**config.mk**
```make
export PLATFORM = sky130hd
export DESIGN_NAME = rtc_alarm_and_trim
export DESIGN_NICKNAME = d
export VERILOG_FILES = /design/src/rtc_trim_alarm_pkg.sv /design/src/rtc_alarm_and_trim.sv
export SDC_FILE = /design/constraint.sdc
export NUM_CORES = 1
export LEC_CHECK = 0
export BUFFER_PORTS_ARGS = -buffer_cell sky130_fd_sc_hd__buf_2
export CAP_MARGIN = 15
export CORE_MARGIN = 2
export CORE_UTILIZATION = 50
export CTS_BUF_LIST = sky130_fd_sc_hd__clkbuf_8
export CTS_CLUSTER_SIZE = 25
export DETAILED_ROUTE_END_ITERATION = 8
export PLACE_DENSITY = 0.71
export SLEW_MARGIN = 0
export SYNTH_ARGS = -nofsm -noshare
export SYNTH_HDL_FRONTEND = slang
export SYNTH_SLANG_ARGS = --single-unit
```
**constraint.sdc**
```tcl
create_clock -name i_clock -period 10.34 [get_ports i_clock]
set_input_delay 1.034 -clock i_clock [delete_from_list [all_inputs] [get_ports i_clock]]
set_output_delay 1.034 -clock i_clock [all_outputs]
set_load 0.01 [all_outputs]
```
**src/rtc_trim_alarm_pkg.sv**
```systemverilog
package rtc_trim_alarm_pkg;
  localparam logic [3:0] ADDR_TRIM = 4'h7;
  localparam logic [3:0] ADDR_WEEKLY_MINUTE = 4'h8;
  localparam logic [3:0] ADDR_WEEKLY_HOUR = 4'h9;
  localparam logic [3:0] ADDR_WEEKLY_DAY_MASK = 4'ha;
  localparam logic [3:0] ADDR_DAILY_MINUTE = 4'hb;
  localparam logic [3:0] ADDR_DAILY_HOUR = 4'hc;
  localparam logic [7:0] MASK_SEVEN_BITS = 8'h7f;
  localparam logic [7:0] MASK_SIX_BITS = 8'h3f;
  localparam logic [7:0] RESET_VALUE = 8'h00;
  localparam int TRIM_SIGN_POS = 6;
  localparam int HOUR_PM_POS = 5;
  localparam logic [6:0] SECONDS_00 = 7'h00;
  localparam logic [6:0] SECONDS_20 = 7'h20;
  localparam logic [6:0] SECONDS_40 = 7'h40;
  localparam logic [5:0] TRIM_MAG_NONE = 6'h00;
  localparam logic [5:0] TRIM_MAG_ONE = 6'h01;
  localparam int DIV_NOMINAL_COUNT = 32768;
  localparam int DIV_WIDTH = 17;
  localparam int WEEKDAYS = 7;
endpackage : rtc_trim_alarm_pkg

```
**src/rtc_alarm_and_trim.sv**
```systemverilog
`timescale 1ns/1ps
// Contract
// (RULE_01) trim only at seconds 00, 20, 40; setting 0000111 adds twelve pulses
// (RULE_02) setting 0000001 leaves the adjusted second at nominal length
// (RULE_03) setting 1111110 shortens the adjusted second by four pulses
// (RULE_04) trim changes pulses counted per second, not oscillator rate
// (RULE_05) weekly minute holds seven BCD bits; bit 7 reads zero
// (RULE_06) weekly hour holds six BCD bits; bits 7 and 6 read zero
// (RULE_07) weekly hour bit 5 is PM flag or hour-tens twenty bit
// (RULE_08) weekly day mask holds seven enables; bit 7 reads zero
// (RULE_09) enable bit n matches weekday counter value n, values 0 to 6
// (RULE_10) all day enables clear means the weekly alarm never matches
// (RULE_11) twelve-hour midnight is BCD 12, noon is BCD 32
// (RULE_12) daily minute holds seven BCD bits; bit 7 reads zero
// (RULE_13) daily hour holds six BCD bits; bit 5 is PM or twenty bit
// (RULE_14) after oscillation halt alarm fields are indefinite; unused bits read zero
// (RULE_15) host programs only alarm times that can occur; test_regs writes 8'hff to every alarm register
// (RULE_16) positive trim adds 2*(mag-1); negative removes 2*(inverted mag+1)
// (RULE_17) untrimmed, one second tick per 32768 oscillator pulses
// (RULE_18) weekly match on minute, hour, weekday enable; daily on minute, hour
// (RULE_19) trim applies once per qualifying second, not in the write's second
module rtc_alarm_and_trim #(
  parameter int DIV_NOMINAL = rtc_trim_alarm_pkg::DIV_NOMINAL_COUNT
) (
  input wire logic i_clock,
  input wire logic i_reset,
  input wire logic i_enable,
  input wire logic [3:0] i_reg_addr,
  input wire logic [7:0] i_reg_wdata,
  input wire logic i_reg_write,
  input wire logic [6:0] i_current_seconds,
  input wire logic [6:0] i_current_minute,
  input wire logic [5:0] i_current_hour,
  input wire logic [2:0] i_weekday_counter_bits,
  input wire logic i_oscillation_halt_flag,
  output logic [7:0] o_reg_rdata,
  output logic o_second_tick,
  output logic o_weekly_match,
  output logic o_daily_match
);

  localparam int DW = rtc_trim_alarm_pkg::DIV_WIDTH;

  // the shortest trimmed second must stay well above zero
  if (DIV_NOMINAL < 256 || DIV_NOMINAL > 65536)
  begin : g_bad_nominal
    $error("DIV_NOMINAL out of range");
  end
  // the divider must still hold the longest trimmed second
  if (DIV_NOMINAL + 124 >= (1 << DW))
  begin : g_bad_width
    $error("divider too narrow for DIV_NOMINAL");
  end
  if (rtc_trim_alarm_pkg::WEEKDAYS != 7)
  begin : g_bad_weekdays
    $error("day mask logic serves seven weekdays only");
  end

  typedef struct packed {
    logic [6:0] trim;
    logic trim_written_this_second;
    logic [6:0] weekly_alarm_minute_field;
    logic [5:0] weekly_alarm_hour;
    logic [6:0] weekly_alarm_day_enables;
    logic [6:0] daily_alarm_minute_field;
    logic [5:0] daily_alarm_hour;
    logic [DW-1:0] divider;
    logic [7:0] rdata;
    logic second_tick;
    logic weekly_match;
    logic daily_match;
  } state_s;

  state_s state;
  state_s next_state;

  logic trim_sign_bit;
  logic [5:0] trim_magnitude_field;
  logic trim_is_zero;
  logic seconds_on_trim_slot;
  logic qualifying_second;
  logic signed [DW:0] lengthen_count;
  logic signed [DW:0] shorten_count;
  logic signed [DW:0] trim_adjust;
  logic signed [DW:0] terminal_count;
  logic end_of_second;

  logic write_trim;
  logic write_weekly_minute;
  logic write_weekly_hour;
  logic write_weekly_day_mask;
  logic write_daily_minute;
  logic write_daily_hour;
  logic [7:0] read_value;

  logic [6:0] day_hit;
  logic day_enabled;
  logic alarms_valid;
  logic weekly_minute_equal;
  logic weekly_hour_equal;
  logic daily_minute_equal;
  logic daily_hour_equal;
  logic next_weekly_match;
  logic next_daily_match;

  assign trim_sign_bit = state.trim[rtc_trim_alarm_pkg::TRIM_SIGN_POS];
  assign trim_magnitude_field = state.trim[5:0];
  // a zero magnitude means no trim whatever the sign bit says
  assign trim_is_zero = trim_magnitude_field == rtc_trim_alarm_pkg::TRIM_MAG_NONE; // RULE_02
  assign seconds_on_trim_slot = i_current_seconds == rtc_trim_alarm_pkg::SECONDS_00
    || i_current_seconds == rtc_trim_alarm_pkg::SECONDS_20
    || i_current_seconds == rtc_trim_alarm_pkg::SECONDS_40; // RULE_01

  // a trim written during a qualifying second waits for the next one
  assign qualifying_second = seconds_on_trim_slot
    && !state.trim_written_this_second; // RULE_19

  // setting one is neutral, each step above it adds two pulses
  assign lengthen_count = (DW+1)'(signed'({1'b0, trim_magnitude_field}
    - {1'b0, rtc_trim_alarm_pkg::TRIM_MAG_ONE})) <<< 1; // RULE_16

  // a set sign bit makes the field a two's complement step count
  assign shorten_count = (DW+1)'({1'b0, ~trim_magnitude_field}
    + {1'b0, rtc_trim_alarm_pkg::TRIM_MAG_ONE}) <<< 1; // RULE_16

  always_comb
  begin
    trim_adjust = '0;
    if (qualifying_second && !trim_is_zero)
    begin
      if (!trim_sign_bit)
      begin
        trim_adjust = lengthen_count; // RULE_01 RULE_02 RULE_16
      end
      else
      begin
        trim_adjust = -shorten_count; // RULE_03 RULE_16
      end
    end
  end

  // only the count length moves; the pulse stream itself is untouched
  assign terminal_count = (DW+1)'(DIV_NOMINAL) + trim_adjust - (DW+1)'(1); // RULE_04 RULE_17
  // seconds must hold still within a second, or the length chosen here shifts
  assign end_of_second = {1'b0, state.divider} >= terminal_count; // RULE_17

  // unmapped addresses raise no strobe, so such writes simply vanish
  always_comb
  begin
    write_trim = 1'b0;
    write_weekly_minute = 1'b0;
    write_weekly_hour = 1'b0;
    write_weekly_day_mask = 1'b0;
    write_daily_minute = 1'b0;
    write_daily_hour = 1'b0;
    if (i_reg_addr == rtc_trim_alarm_pkg::ADDR_TRIM)
    begin
      write_trim = i_reg_write;
    end
    else if (i_reg_addr == rtc_trim_alarm_pkg::ADDR_WEEKLY_MINUTE)
    begin
      write_weekly_minute = i_reg_write;
    end
    else if (i_reg_addr == rtc_trim_alarm_pkg::ADDR_WEEKLY_HOUR)
    begin
      write_weekly_hour = i_reg_write;
    end
    else if (i_reg_addr == rtc_trim_alarm_pkg::ADDR_WEEKLY_DAY_MASK)
    begin
      write_weekly_day_mask = i_reg_write;
    end
    else if (i_reg_addr == rtc_trim_alarm_pkg::ADDR_DAILY_MINUTE)
    begin
      write_daily_minute = i_reg_write;
    end
    else if (i_reg_addr == rtc_trim_alarm_pkg::ADDR_DAILY_HOUR)
    begin
      write_daily_hour = i_reg_write;
    end
  end

  // unused high bits are never stored, so they always read zero
  // read data lags the address by one enabled edge
  always_comb
  begin
    read_value = rtc_trim_alarm_pkg::RESET_VALUE;
    if (i_reg_addr == rtc_trim_alarm_pkg::ADDR_TRIM)
    begin
      read_value = {1'b0, state.trim};
    end
    else if (i_reg_addr == rtc_trim_alarm_pkg::ADDR_WEEKLY_MINUTE)
    begin
      read_value = {1'b0, state.weekly_alarm_minute_field}; // RULE_05 RULE_14
    end
    else if (i_reg_addr == rtc_trim_alarm_pkg::ADDR_WEEKLY_HOUR)
    begin
      read_value = {2'b00, state.weekly_alarm_hour}; // RULE_06 RULE_14
    end
    else if (i_reg_addr == rtc_trim_alarm_pkg::ADDR_WEEKLY_DAY_MASK)
    begin
      read_value = {1'b0, state.weekly_alarm_day_enables}; // RULE_08 RULE_14
    end
    else if (i_reg_addr == rtc_trim_alarm_pkg::ADDR_DAILY_MINUTE)
    begin
      read_value = {1'b0, state.daily_alarm_minute_field}; // RULE_12 RULE_14
    end
    else if (i_reg_addr == rtc_trim_alarm_pkg::ADDR_DAILY_HOUR)
    begin
      read_value = {2'b00, state.daily_alarm_hour}; // RULE_13 RULE_14
    end
  end

  // one comparator per enable bit; weekday value seven owns no bit and never matches
  for (genvar day = 0; day < rtc_trim_alarm_pkg::WEEKDAYS; day++)
  begin : g_day
    assign day_hit[day] = state.weekly_alarm_day_enables[day]
      && i_weekday_counter_bits == 3'(day); // RULE_09
  end
  assign day_enabled = |day_hit; // RULE_10

  // the halt flag marks the alarm fields as unknown, so no match is trusted then
  assign alarms_valid = !i_oscillation_halt_flag; // RULE_14
  // bit 5 compares as stored, so PM flag and twenty bit both work; midnight is 12, noon 32
  assign weekly_minute_equal = i_current_minute == state.weekly_alarm_minute_field; // RULE_18
  assign weekly_hour_equal = i_current_hour == state.weekly_alarm_hour; // RULE_07 RULE_11
  assign daily_minute_equal = i_current_minute == state.daily_alarm_minute_field; // RULE_18
  assign daily_hour_equal = i_current_hour == state.daily_alarm_hour; // RULE_13 RULE_11

  always_comb
  begin
    next_weekly_match = 1'b0;
    next_daily_match = 1'b0;
    if (alarms_valid && weekly_minute_equal && weekly_hour_equal)
    begin
      next_weekly_match = day_enabled; // RULE_18 RULE_10
    end
    if (alarms_valid && daily_minute_equal && daily_hour_equal)
    begin
      next_daily_match = 1'b1; // RULE_18
    end
  end

  always_comb
  begin
    next_state = state;
    next_state.second_tick = 1'b0;
    if (end_of_second)
    begin
      next_state.divider = '0;
      next_state.second_tick = 1'b1; // RULE_17
      next_state.trim_written_this_second = 1'b0; // RULE_19
    end
    else
    begin
      next_state.divider = state.divider + DW'(1);
    end
    // a trim write on the last cycle of a second marks the next second: the set wins
    if (write_trim)
    begin
      next_state.trim = i_reg_wdata[6:0];
      next_state.trim_written_this_second = 1'b1; // RULE_19
    end
    if (write_weekly_minute)
    begin
      next_state.weekly_alarm_minute_field = i_reg_wdata[6:0]; // RULE_05
    end
    if (write_weekly_hour)
    begin
      next_state.weekly_alarm_hour = i_reg_wdata[5:0]; // RULE_06 RULE_07
    end
    if (write_weekly_day_mask)
    begin
      next_state.weekly_alarm_day_enables = i_reg_wdata[6:0]; // RULE_08
    end
    if (write_daily_minute)
    begin
      next_state.daily_alarm_minute_field = i_reg_wdata[6:0]; // RULE_12
    end
    if (write_daily_hour)
    begin
      next_state.daily_alarm_hour = i_reg_wdata[5:0]; // RULE_13
    end
    next_state.rdata = read_value;
    next_state.weekly_match = next_weekly_match;
    next_state.daily_match = next_daily_match;
  end

  // low enable freezes every bit of state, divider included
  always_ff @(posedge i_clock)
  begin
    if (i_reset)
      state <= '0;
    else if (i_enable)
      state <= next_state;
  end

  assign o_reg_rdata = state.rdata;
  assign o_second_tick = state.second_tick;
  assign o_weekly_match = state.weekly_match;
  assign o_daily_match = state.daily_match;

endmodule : rtc_alarm_and_trim

```
; Word level (Yosys, flattened, before mapping)
; Cells that the tools add are included.
; W data, S select, Z words.
[totals]
regBits = 69
[classes]
addsub = 6
bitwise = 1
n_reduce_logical = 30
muxes = 35
n_eq_ne = 18
magnitude_cmp = 1
[ops]
columns = cell, count
row1 = $mux W18, 2
row2 = $mux W7, 5
row3 = $mux W1, 26
row4 = $eq A4 B4 Y1 const B, 5
row5 = $add A17 B18 Y18 const A, 1
row6 = $ge A17 B18 Y1, 1
row7 = $neg A8 Y18, 1
row8 = $sub A18 B2 Y18 const B, 1
row9 = $add A17 B1 Y17 const B, 1
row10 = $mux W17, 1
row11 = $eq A7 B7 Y1, 2
row12 = $reduce_and A2 Y1, 7
row13 = $logic_and A1 B1 Y1, 13
row14 = $eq A6 B6 Y1, 2
row15 = $eq A3 B3 Y1 const B, 3
row16 = $add A6 B1 Y7 const B, 1
row17 = $eq A7 B6 Y1 const B, 1
row18 = $eq A7 B7 Y1 const B, 1
row19 = $logic_not A7 Y1, 1
row20 = $reduce_or A7 Y1, 1
row21 = $sub A6 B1 Y7 const B, 1
row22 = $eq A3 B2 Y1 const B, 2
row23 = $logic_not A6 Y1, 1
row24 = $mux W6, 1
row25 = other kinds (7), 10

; Depth between registers and ports, before layout
; Gate-level depths: netlist (run 1).
[logic_depth]
depth_word = 11
ltp_mapped = 22

; Least setup slack after synthesis (run 1)
; Ideal clock, no wire load.
[synth_path]
path_type = flip-flop to flip-flop
start = register state[62] in the netlist's numbering
end = register state[61] in the netlist's numbering
setup_time_ns = 0.131
required_ns = 10.209
period_less_slack_ns = 4.595
arrival_ns = 4.463
slack_ns = 5.745
stages_incl_launch_ff = 21
path_cell_list = dfxtp_1 > clkbuf_1 > inv_1 > ha_1 > nor3b_1 > nand2_1 > xnor2_1 > o31a_1 > o31a_1 > nand2b_1 > o22a_1 > ha_1 > nand4_1 > nor4_1 > nor2_1 > a211o_1 > a211oi_1 > and2_1 > buf_6 > buf_8 > o22ai_2
[synth_between]
elab_chain_cells = 10
elab_cells_between_ends = 14
classes_between = add/sub: 5 / order compare: 1 / mux: 2 / bitwise: 1 / reduce/logical: 5
[synth_lines]
columns = element, line
row1 = "start, declared", rtc_alarm_and_trim.sv:74  ; state_s state;
row2 = "start signal, assigned", rtc_alarm_and_trim.sv:294  ; state <= next_state;
row3 = $not A6 Y6, rtc_alarm_and_trim.sv:123  ; assign shorten_count = (DW+1)'({1'b0, ~trim_magnitude_field}
row4 = $add A6 B1 Y7, rtc_alarm_and_trim.sv:124  ; + {1'b0, rtc_trim_alarm_pkg::TRIM_MAG_ONE}) <<< 1;
row5 = $neg A8 Y18, rtc_alarm_and_trim.sv:137  ; trim_adjust = -shorten_count;
row6 = $mux W18, rtc_alarm_and_trim.sv:131  ; if (!trim_sign_bit)
row7 = $mux W18 *, rtc_alarm_and_trim.sv:129  ; if (qualifying_second && !trim_is_zero)
row8 = $add A17 B18 Y18 *, rtc_alarm_and_trim.sv:143  ; assign terminal_count = (DW+1)'(DIV_NOMINAL) + trim_adjust - (DW+1)'(1);
row9 = $sub A18 B2 Y18 *, rtc_alarm_and_trim.sv:143
row10 = $ge A17 B18 Y1 *, rtc_alarm_and_trim.sv:145  ; assign end_of_second = {1'b0, state.divider} >= terminal_count;
row11 = $reduce_bool A2 Y1 (no source line) *, n/a
row12 = $reduce_and A2 Y1 (no source line) *, n/a
; Mark *: on every way between the ends. The rest lies on a longest branch, timed or not.
; A chain may end at the register's enable or synchronous reset.

; Final worst setup path (run 1)
; Ends and elaborated chain as after synthesis.

==> results_dict.tcl, run 1 <==
set metrics [dict create \
    synth_top_area_share_pct 30.6 \
    hold_path_class "reg2reg" \
    cts_num_sinks 68 \
    skew_ns 0.0222 \
    cts_resized 0 \
    core_sq_mm 0.00868 \
    startpoint_type "flop" \
    final.setup.worst_slack_ns 4.49 \
    ios 51 \
    die_height_microns 98.4 \
    syn-cell-area_sq_mm 0.00445 \
    root_buffer "clkbuf_8" \
    leakagePower_uw 0.00191 \
    cp_slowest_cell "and2_1" \
    rsz0062_at_grt "no" \
    tritoncts "done" \
    wirelength_microns 11300 \
    ys_top_cells_by_area "dfxtp_1, mux2i_1, ha_1, xnor2_1, xor2_1" \
    syn_area_per_cell_sq_um 8.33 \
    overflow 0 \
    start_util_pct 51.3 \
    worstSetupEndpointType "flop" \
    critPathKind "reg2reg" \
    syn_nets 596 \
    drv_cap 0 \
    fmax_mhz 171 \
    finish.utilization_pct 56.4 \
    cts.path.max_buffers 2 \
    yosysUniqueCellTypes 58 \
    die_w_microns 98.4 \
    slew_headroom_pct 32.0 \
    synth_edf_count 0 \
    period_share_pct 56.6 \
    powerDensity_mw_per_mm2 122 \
    antenna_found_initial 0 \
    synthCells 535 \
    cp_slowest_stage_delay_ns 0.79 \
    hold_viol_final 0 \
    grt_util_all_layers_pct 24.1 \
    cp_top_family "simple AND/OR/NAND/NOR gates" \
    area_growth_pct 9.83 \
    place_ws_ns 4.56 \
    clock_latency_ns 0.36 \
    synth_seq_cells 68 \
    hold_buffers 0 \
    cts.htree.levels 3 \
    grt_pass1_wl_microns 18900 \
    critical_path_required_ns 10.53 \
    async_reset_ff_share_pct 0 \
    synth_top_area_cell "dfxtp_1" \
    dr_total_vias 4030 \
    ys_seq_area_share_pct 30.6 \
    portBuffers 48 \
    cts_setup_buffers 0 \
    cp_max_fo 16 \
    timing.hold.ws_ns 0.474 \
    dieArea_sq_mm 0.00968 \
    status "complete, no violations" \
    drc_errors 0 \
    gp_congestion 0.992 \
    setup_viol_count_final 0 \
    drtIter0Drc 169 \
    fp-row-count 34 \
    dr.pass1.iters 4 \
    ir_worst_vdd_v 0.0000943 \
    grt_start_max_net_pins 70 \
    cts_buffers 9 \
    final_cells 670 \
    crit_chain "inv_1 > ha_1 > nor3b_1 > nand2_1 > xnor2_1 > o31a_1 > o31a_1 > nand2b_1 > o22a_1 > ha_1 > nand4_1 > nor4_1 > nor2_1 > a211o_1 > a211oi_1 > and2_1 > o22ai_2" \
    clk_pin_slew_ns 0.08 \
    routedWlPerCell_microns 16.9 \
    antenna_left 0 \
    post-dp-hpwl_microns 8270 \
    nNetsFinal 618 \
    via_per_inst 6.01 \
    cp.buffers_inverters 1 \
    fin_crit_ns 5.85 \
    tns_ns 0 \
    insertedDiodeCount 0 \
    layout-drive-gt1-share_pct 15.1 \
    arrival_ns 6.04 \
    dp_cells 653 \
    slew_violations 0 \
    tightest_slew_ns 1.01 \
    grt_pass1_vias 3895 \
    synthFlopType "dfxtp_1" \
    ys_warn_count 0 \
]
==> layer usage <==
metal | vias up | track usage (%) | wire, microns | share of wire, %
li1 | 1942 | - | - | -
met1 | 1887 | 29.9 | 4740 | 42
met2 | 164 | 40.0 | 5400 | 48
met3 | 37 | 4.37 | 752 | 6.7
met4 | 0 | 12.1 | 408 | 3.6
met5 | - | 0 | 0 | 0
==> power breakdown <==
group | switching (uW) | internal (uW) | leakage (uW)
Clock | 115 | 162 | 0.000120
Combinational | 32.3 | 19.4 | 0.00124
Sequential | 2.94 | 265 | 0.000550
Total | 150 | 446 | 0.00191
==> placed cells by master, fill, tap and decap left out, types with 6 or more instances in the layout <==
cell type and n:
inv_1 10, o21ai_0 13, xor2_1 26, dfxtp_1 68
ha_1 21, a211oi_1 6, nor2_1 58, nand4_1 10
nand2_1 54, clkbuf_8 9, a21oi_1 29, mux2i_1 40
nand3_1 13, nor3_1 17, nand2b_1 12, o211ai_1 6
buf_2 48, nor3_2 10, xnor2_1 28, o22ai_1 6
nor4_1 7
==> path summary, 6_finish.rpt <==
kind	slack [ns]	end	start	depth (start not counted)
min	0.47	o_weekly_match$_SDFFE_PP0P_	o_weekly_match$_SDFFE_PP0P_	2
max	4.49	state[61]$_SDFFE_PP0P_	state[62]$_SDFFE_PP0P_	17
max reg2reg	4.49	state[61]$_SDFFE_PP0P_	state[62]$_SDFFE_PP0P_	17
min reg2reg	0.47	o_weekly_match$_SDFFE_PP0P_	o_weekly_match$_SDFFE_PP0P_	2
==> metrics by stage <==
| stage | area (sq um) | power (uW) |
|---|---|---|
| global placement | 4640 | 323 |
| finish | 4890 | 596 |
| floorplan | 4450 | 306 |
| global route | 4890 | 614 |
| detailed placement | 4640 | 325 |
| CTS | 4880 | 597 |
==> area by class of cell <==
class / instances / area [sq um]
sequential: 68 / 1360
multi-input combinational: 417 / 2850
tap: 108 / 135
inverter: 10 / 37.5
clock buffer: 9 / 124
fill: 809 / 3790
timing repair buffer: 51 / 263
clock inverter: 7 / 124
==> registers in the layout (all words and copies together) (netlist names) <==
name            cells
o_reg_rdata         7
o_weekly_match      1
o_daily_match       1
state              58
o_second_tick       1
==> cells in the mapped netlist, types with 13 or more instances <==
cell type	count
a21oi_1	29
clkbuf_1	28
dfxtp_1	68
ha_1	21
mux2i_1	40
nand2_1	54
nand3_1	13
nor2_1	58
nor3_1	17
o21ai_0	13
xnor2_1	28
xor2_1	26
==> worst register-to-register path: stages, from the launching register on <==
cell and delay, ns:
dfxtp_1 0.60, inv_1 0.12, ha_1 0.34, nor3b_1 0.56
nand2_1 0.24, xnor2_1 0.19, o31a_1 0.28, o31a_1 0.29
nand2b_1 0.23, o22a_1 0.25, ha_1 0.30, nand4_1 0.14
nor4_1 0.39, nor2_1 0.08, a211o_1 0.30, a211oi_1 0.49
and2_1 0.79, o22ai_2 0.12
==> kinds of logic (layout without fill, tap and decap cells) <==
family | Yosys count | after routing | share of synthesized area, %
AO/OA/AOI/OAI | 93 | 93 | 14.1
multiplexers | 42 | 42 | 9.75
AND/OR/NAND/NOR | 206 | 206 | 23.5
XOR/XNOR | 54 | 54 | 10.6
other | 1 | 1 | 0.0842
flip-flops | 68 | 68 | 30.6
adder cells (fa/ha/maj) | 21 | 21 | 5.90
buffers and inverters | 50 | 77 | 5.51
Power figures use the tool's default switching activity.
==> inputs of run 2 (changes only) <==
--- a/config.mk
+++ b/config.mk
@@ -12,7 +12,7 @@
 export CTS_BUF_LIST = sky130_fd_sc_hd__clkbuf_8
 export CTS_CLUSTER_SIZE = 25
 export DETAILED_ROUTE_END_ITERATION = 8
-export PLACE_DENSITY = 0.71
+export PLACE_DENSITY = 0.74
 export SLEW_MARGIN = 0
 export SYNTH_ARGS = -nofsm -noshare
 export SYNTH_HDL_FRONTEND = slang
==> constraint.sdc (replaced) <==
create_clock -name i_clock -period 5.05 [get_ports i_clock]
set_input_delay 0.505 -clock i_clock [delete_from_list [all_inputs] [get_ports i_clock]]
set_output_delay 0.505 -clock i_clock [all_outputs]
set_load 0.01 [all_outputs]
==> results_dict.tcl, run 2 (synthesized netlist as in run 1, its figures left out) <==
set metrics [dict create \
    leakagePower_uw 0.00192 \
    die_height_microns 98.4 \
    cp_max_fo 10 \
    critPathKind "reg2reg" \
    cts_num_sinks 68 \
    dr.pass1.iters 4 \
    fp-row-count 34 \
    ios 51 \
    critical_path_required_ns 5.25 \
    final_cell_mix "dfxtp_1, nor2_1, nand2_1" \
    clk_pin_slew_ns 0.08 \
    grt_pass1_wl_microns 18300 \
    worstSetupEndpointType "flop" \
    clock_latency_ns 0.34 \
    post-dp-hpwl_microns 8280 \
    fmax_mhz 216 \
    hold_viol_final 0 \
    dieArea_sq_mm 0.00968 \
    rsz0062_at_grt "no" \
    layout_commonest_cell "dfxtp_1" \
    status "complete, no violations" \
    skew_ns 0.0136 \
    finish.utilization_pct 56.4 \
    insertedDiodeCount 0 \
    crit_chain "inv_1 > ha_1 > nor3b_1 > buf_4 > a21oi_1 > xnor2_1 > o221ai_1 > o31a_1 > nand2b_1 > o22a_1 > ha_1 > nand4_1 > nor4_1 > nor2_1 > a211o_1 > a211oi_1 > and2_1 > buf_4 > nor3_1" \
    area_growth_pct 9.83 \
    tritoncts "done" \
    cts_buffers 9 \
    cts.path.max_buffers 2 \
    via_per_inst 5.85 \
    portBuffers 48 \
    routedWlPerCell_microns 16.3 \
    dr_total_vias 3947 \
    antenna_left 0 \
    grt_pass1_vias 3860 \
    fillCellCount 813 \
    start_util_pct 51.3 \
    overflow 0 \
    die_w_microns 98.4 \
    cp_slowest_cell "dfxtp_2" \
    drv_cap 0 \
    drtIter0Drc 201 \
    grt_util_all_layers_pct 22.9 \
    tns_ns 0 \
    arrival_ns 4.82 \
    slew_headroom_pct 21.0 \
    tightest_slew_ns 1.18 \
    hold_buffers 0 \
    grt_start_max_net_pins 70 \
    ir_worst_vdd_v 0.000157 \
    cp_slowest_stage_delay_ns 0.42 \
    gp_congestion 1.04 \
    slew_violations 0 \
    period_share_pct 91.6 \
    startpoint_type "flop" \
    hold_path_class "in2reg" \
    drc_errors 0 \
    powerDensity_mw_per_mm2 229 \
    largest_reg_flops 58 \
    wirelength_microns 11000 \
    antenna_found_initial 0 \
    top_register "state" \
    cts.htree.levels 3 \
    root_buffer "clkbuf_8" \
    core_sq_mm 0.00868 \
    layout-drive-gt1-share_pct 16.0 \
    fin_crit_ns 4.62 \
    setup_viol_count_final 0 \
    nNetsFinal 623 \
]
[run 2: cell count changes in the layout (fill, tap and decap cells not counted)]
cell        before  now
clkbuf_8         9   10
buf_4            2    8
clkinv_4         2    1
bufinv_16        3    1
clkinvlp_4       1    2
dfxtp_1         68   67
dfxtp_2          0    1
clkbuf_4         1    0
inv_6            1    2
[run 2: metal layers]
layer / global-route usage, % / wire, microns / up-vias
li1: - / - / 1960
met1: 29.5 / 4850 / 1855
met2: 38.8 / 5320 / 116
met3: 4.01 / 568 / 16
met4: 7.90 / 247 / 0
met5: 0 / 0 / -
[run 2: area by class of cell]
class / instances / area, sq um / share of cell area, %
Inverter: 10 / 37.5 / 0.767
Multi-Input combinational cell: 417 / 2850 / 58.2
Clock inverter: 6 / 71.3 / 1.46
Sequential cell: 68 / 1360 / 27.9
Tap cell: 108 / 135 / 2.76
Timing Repair Buffer: 56 / 300 / 6.14
Clock buffer: 10 / 138 / 2.81
[run 2: through the flow]
| stage | worst slack (ns) | cell area, sq um | total power [uW] | instances | hold slack (ns) |
|---|---|---|---|---|---|
| final | 0.425 | 4890 | 1120 | 675 | 0.455 |
| after global placement | 0.458 | 4680 | 662 | 659 | 0.455 |
| after CTS | 0.325 | 4890 | 1130 | 675 | 0.450 |
| after detailed placement | 0.364 | 4680 | 664 | 659 | 0.462 |
| after floorplan | 0.455 | 4450 | 627 | 535 | 0.462 |
| after global routing | 0.0630 | 4890 | 1160 | 675 | 0.463 |
[run 2: critical path: cells and delay by family (launching register included)]
family | cells | cell delay (ns)
buf+inv | 3 | 0.47
fa+ha+maj | 2 | 0.63
compound gates | 6 | 1.53
xor+xnor | 1 | 0.15
flops | 1 | 0.42
simple gates | 7 | 1.26
[run 2: where the power goes]
part	leakage [uW]	switching [uW]	internal (uW)
Clock	0.0000995	220	246
Combinational	0.00127	64.9	40.0
Sequential	0.000550	5.75	542
[run 2: worst paths after layout]
| path | from | endpoint | slack (ns) | cells after the start |
|---|---|---|---|---|
| setup / recovery | state[63]$_SDFFE_PP0P_ | state[27]$_SDFFE_PP0P_ | 0.43 | 19 |
| hold / removal | i_reg_wdata[6] | state[68]$_SDFFE_PP0P_ | 0.46 | 3 |
| setup reg to reg | state[63]$_SDFFE_PP0P_ | state[27]$_SDFFE_PP0P_ | 0.43 | 19 |
| hold reg to reg | o_weekly_match$_SDFFE_PP0P_ | o_weekly_match$_SDFFE_PP0P_ | 0.47 | 2 |
[run 2: timing repair]
item                       CTS  global route
hold endpoints to repair     0             0
setup buffers                0             0
resized for setup            0             1
setup endpoints to repair    0            11
==> inputs of run 3 (changes only) <==
--- a/config.mk
+++ b/config.mk
@@ -12,7 +12,7 @@
 export CTS_BUF_LIST = sky130_fd_sc_hd__clkbuf_8
 export CTS_CLUSTER_SIZE = 25
 export DETAILED_ROUTE_END_ITERATION = 8
-export PLACE_DENSITY = 0.74
+export PLACE_DENSITY_LB_ADDON = 0.1
 export SLEW_MARGIN = 0
 export SYNTH_ARGS = -nofsm -noshare
 export SYNTH_HDL_FRONTEND = slang
==> results_dict.tcl, run 3 (synthesized netlist as in run 1, its figures left out) <==
set metrics [dict create \
    status "complete, no violations" \
    wirelength_microns 11400 \
    ir_worst_vdd_v 0.000137 \
    cts_resized 0 \
    powerDensity_mw_per_mm2 229 \
    overflow 0 \
    arrival_ns 4.73 \
    final_cells 676 \
    hold_viol_final 0 \
    hold_path_class "reg2reg" \
    tns_ns 0 \
    nNetsFinal 624 \
    dp_cells 660 \
    fmax_mhz 221 \
    finish.utilization_pct 56.6 \
    skew_ns 0.0195 \
    antenna_found_initial 0 \
    hold_buffers 0 \
    grt_util_all_layers_pct 24.5 \
    ios 51 \
    dieArea_sq_mm 0.00968 \
    insertedDiodeCount 0 \
    place_ws_ns 0.537 \
    cts_setup_buffers 0 \
    layout-drive-gt1-share_pct 16.0 \
    post-dp-hpwl_microns 8560 \
    portBuffers 48 \
    setup_viol_count_final 0 \
    fin_crit_ns 4.53 \
    slew_headroom_pct 32.7 \
    cts.path.max_buffers 2 \
    slew_violations 0 \
    cts_num_sinks 68 \
    startpoint_type "flop" \
    fp-row-count 34 \
    antenna_left 0 \
    grt_pass1_vias 3728 \
    cp_max_fo 15 \
    dr.pass1.iters 4 \
    drv_cap 0 \
    area_growth_pct 10.3 \
    dr_total_vias 3905 \
    gp_congestion 0.892 \
    leakagePower_uw 0.00192 \
    clock_latency_ns 0.35 \
    root_buffer "clkbuf_8" \
    clk_pin_slew_ns 0.08 \
    tightest_slew_ns 1.00 \
    start_util_pct 51.3 \
    critical_path_required_ns 5.25 \
    grt_start_max_net_pins 70 \
    cts_buffers 9 \
    routedWlPerCell_microns 16.8 \
    tritoncts "done" \
    core_sq_mm 0.00868 \
    die_height_microns 98.4 \
    grt_pass1_wl_microns 19000 \
    rsz0062_at_grt "no" \
    layout_commonest_cell "dfxtp_1" \
    largest_reg_flops 58 \
    critPathKind "reg2reg" \
    cts.htree.levels 3 \
    via_per_inst 5.78 \
    die_w_microns 98.4 \
    worstSetupEndpointType "flop" \
    final.setup.worst_slack_ns 0.518 \
    top_register "state" \
    drc_errors 0 \
    period_share_pct 89.8 \
    final_cell_mix "dfxtp_1, nor2_1, nand2_1" \
    drtIter0Drc 168 \
]
run 3: final cells by class:
cell class	instances	area [sq um]
timing repair buffer	57	320
sequential	68	1360
tap	108	135
clock buffer	10	138
inverter	10	37.5
multi-input combinational	417	2850
fill	860	3770
clock inverter	6	71.3
run 3: metal layers:
layer | GRT usage (%) | routed length [microns] | vias up
li1 | - | - | 1952
met2 | 43.0 | 5840 | 80
met5 | 0 | 0 | -
met3 | 3.58 | 355 | 15
met4 | 8.54 | 207 | 0
met1 | 30.6 | 4980 | 1858
run 3: worst max-delay path, stage by stage, from the launching register on:
cell and delay [ns]:
dfxtp_1 0.31, buf_4 0.17, or4_4 0.54, a21oi_1 0.22
xnor2_1 0.14, o221ai_1 0.23, o31a_1 0.39, nand2b_1 0.24
o22a_1 0.25, ha_1 0.28, nand4_1 0.12, nor4_1 0.31
nor2_1 0.07, a211o_1 0.29, a211oi_1 0.33, and2_1 0.27
buf_12 0.18, nor3_1 0.06
run 3: final timing paths:
check	start	depth (start not counted)	endpoint	slack, ns
setup / recovery	state[62]$_SDFFE_PP0P_	17	state[17]$_SDFFE_PP0P_	0.52
hold reg to reg	o_daily_match$_SDFFE_PP0P_	2	o_daily_match$_SDFFE_PP0P_	0.47
hold / removal	o_daily_match$_SDFFE_PP0P_	2	o_daily_match$_SDFFE_PP0P_	0.47
setup reg to reg	state[62]$_SDFFE_PP0P_	17	state[17]$_SDFFE_PP0P_	0.52
run 3: stage by stage:
step,hold slack (ns),instance area (sq um),total power [uW]
CTS,0.451,4910,1140
detailed placement,0.459,4700,665
floorplan,0.462,4450,627
global route,0.472,4910,1180
global placement,0.455,4700,664
finish,0.469,4910,1130
run 3: power by group:
part | switching [uW] | total (uW) | internal [uW]
clock | 227 | 472 | 245
sequential | 5.99 | 548 | 542
combinational | 64.6 | 105 | 40.1
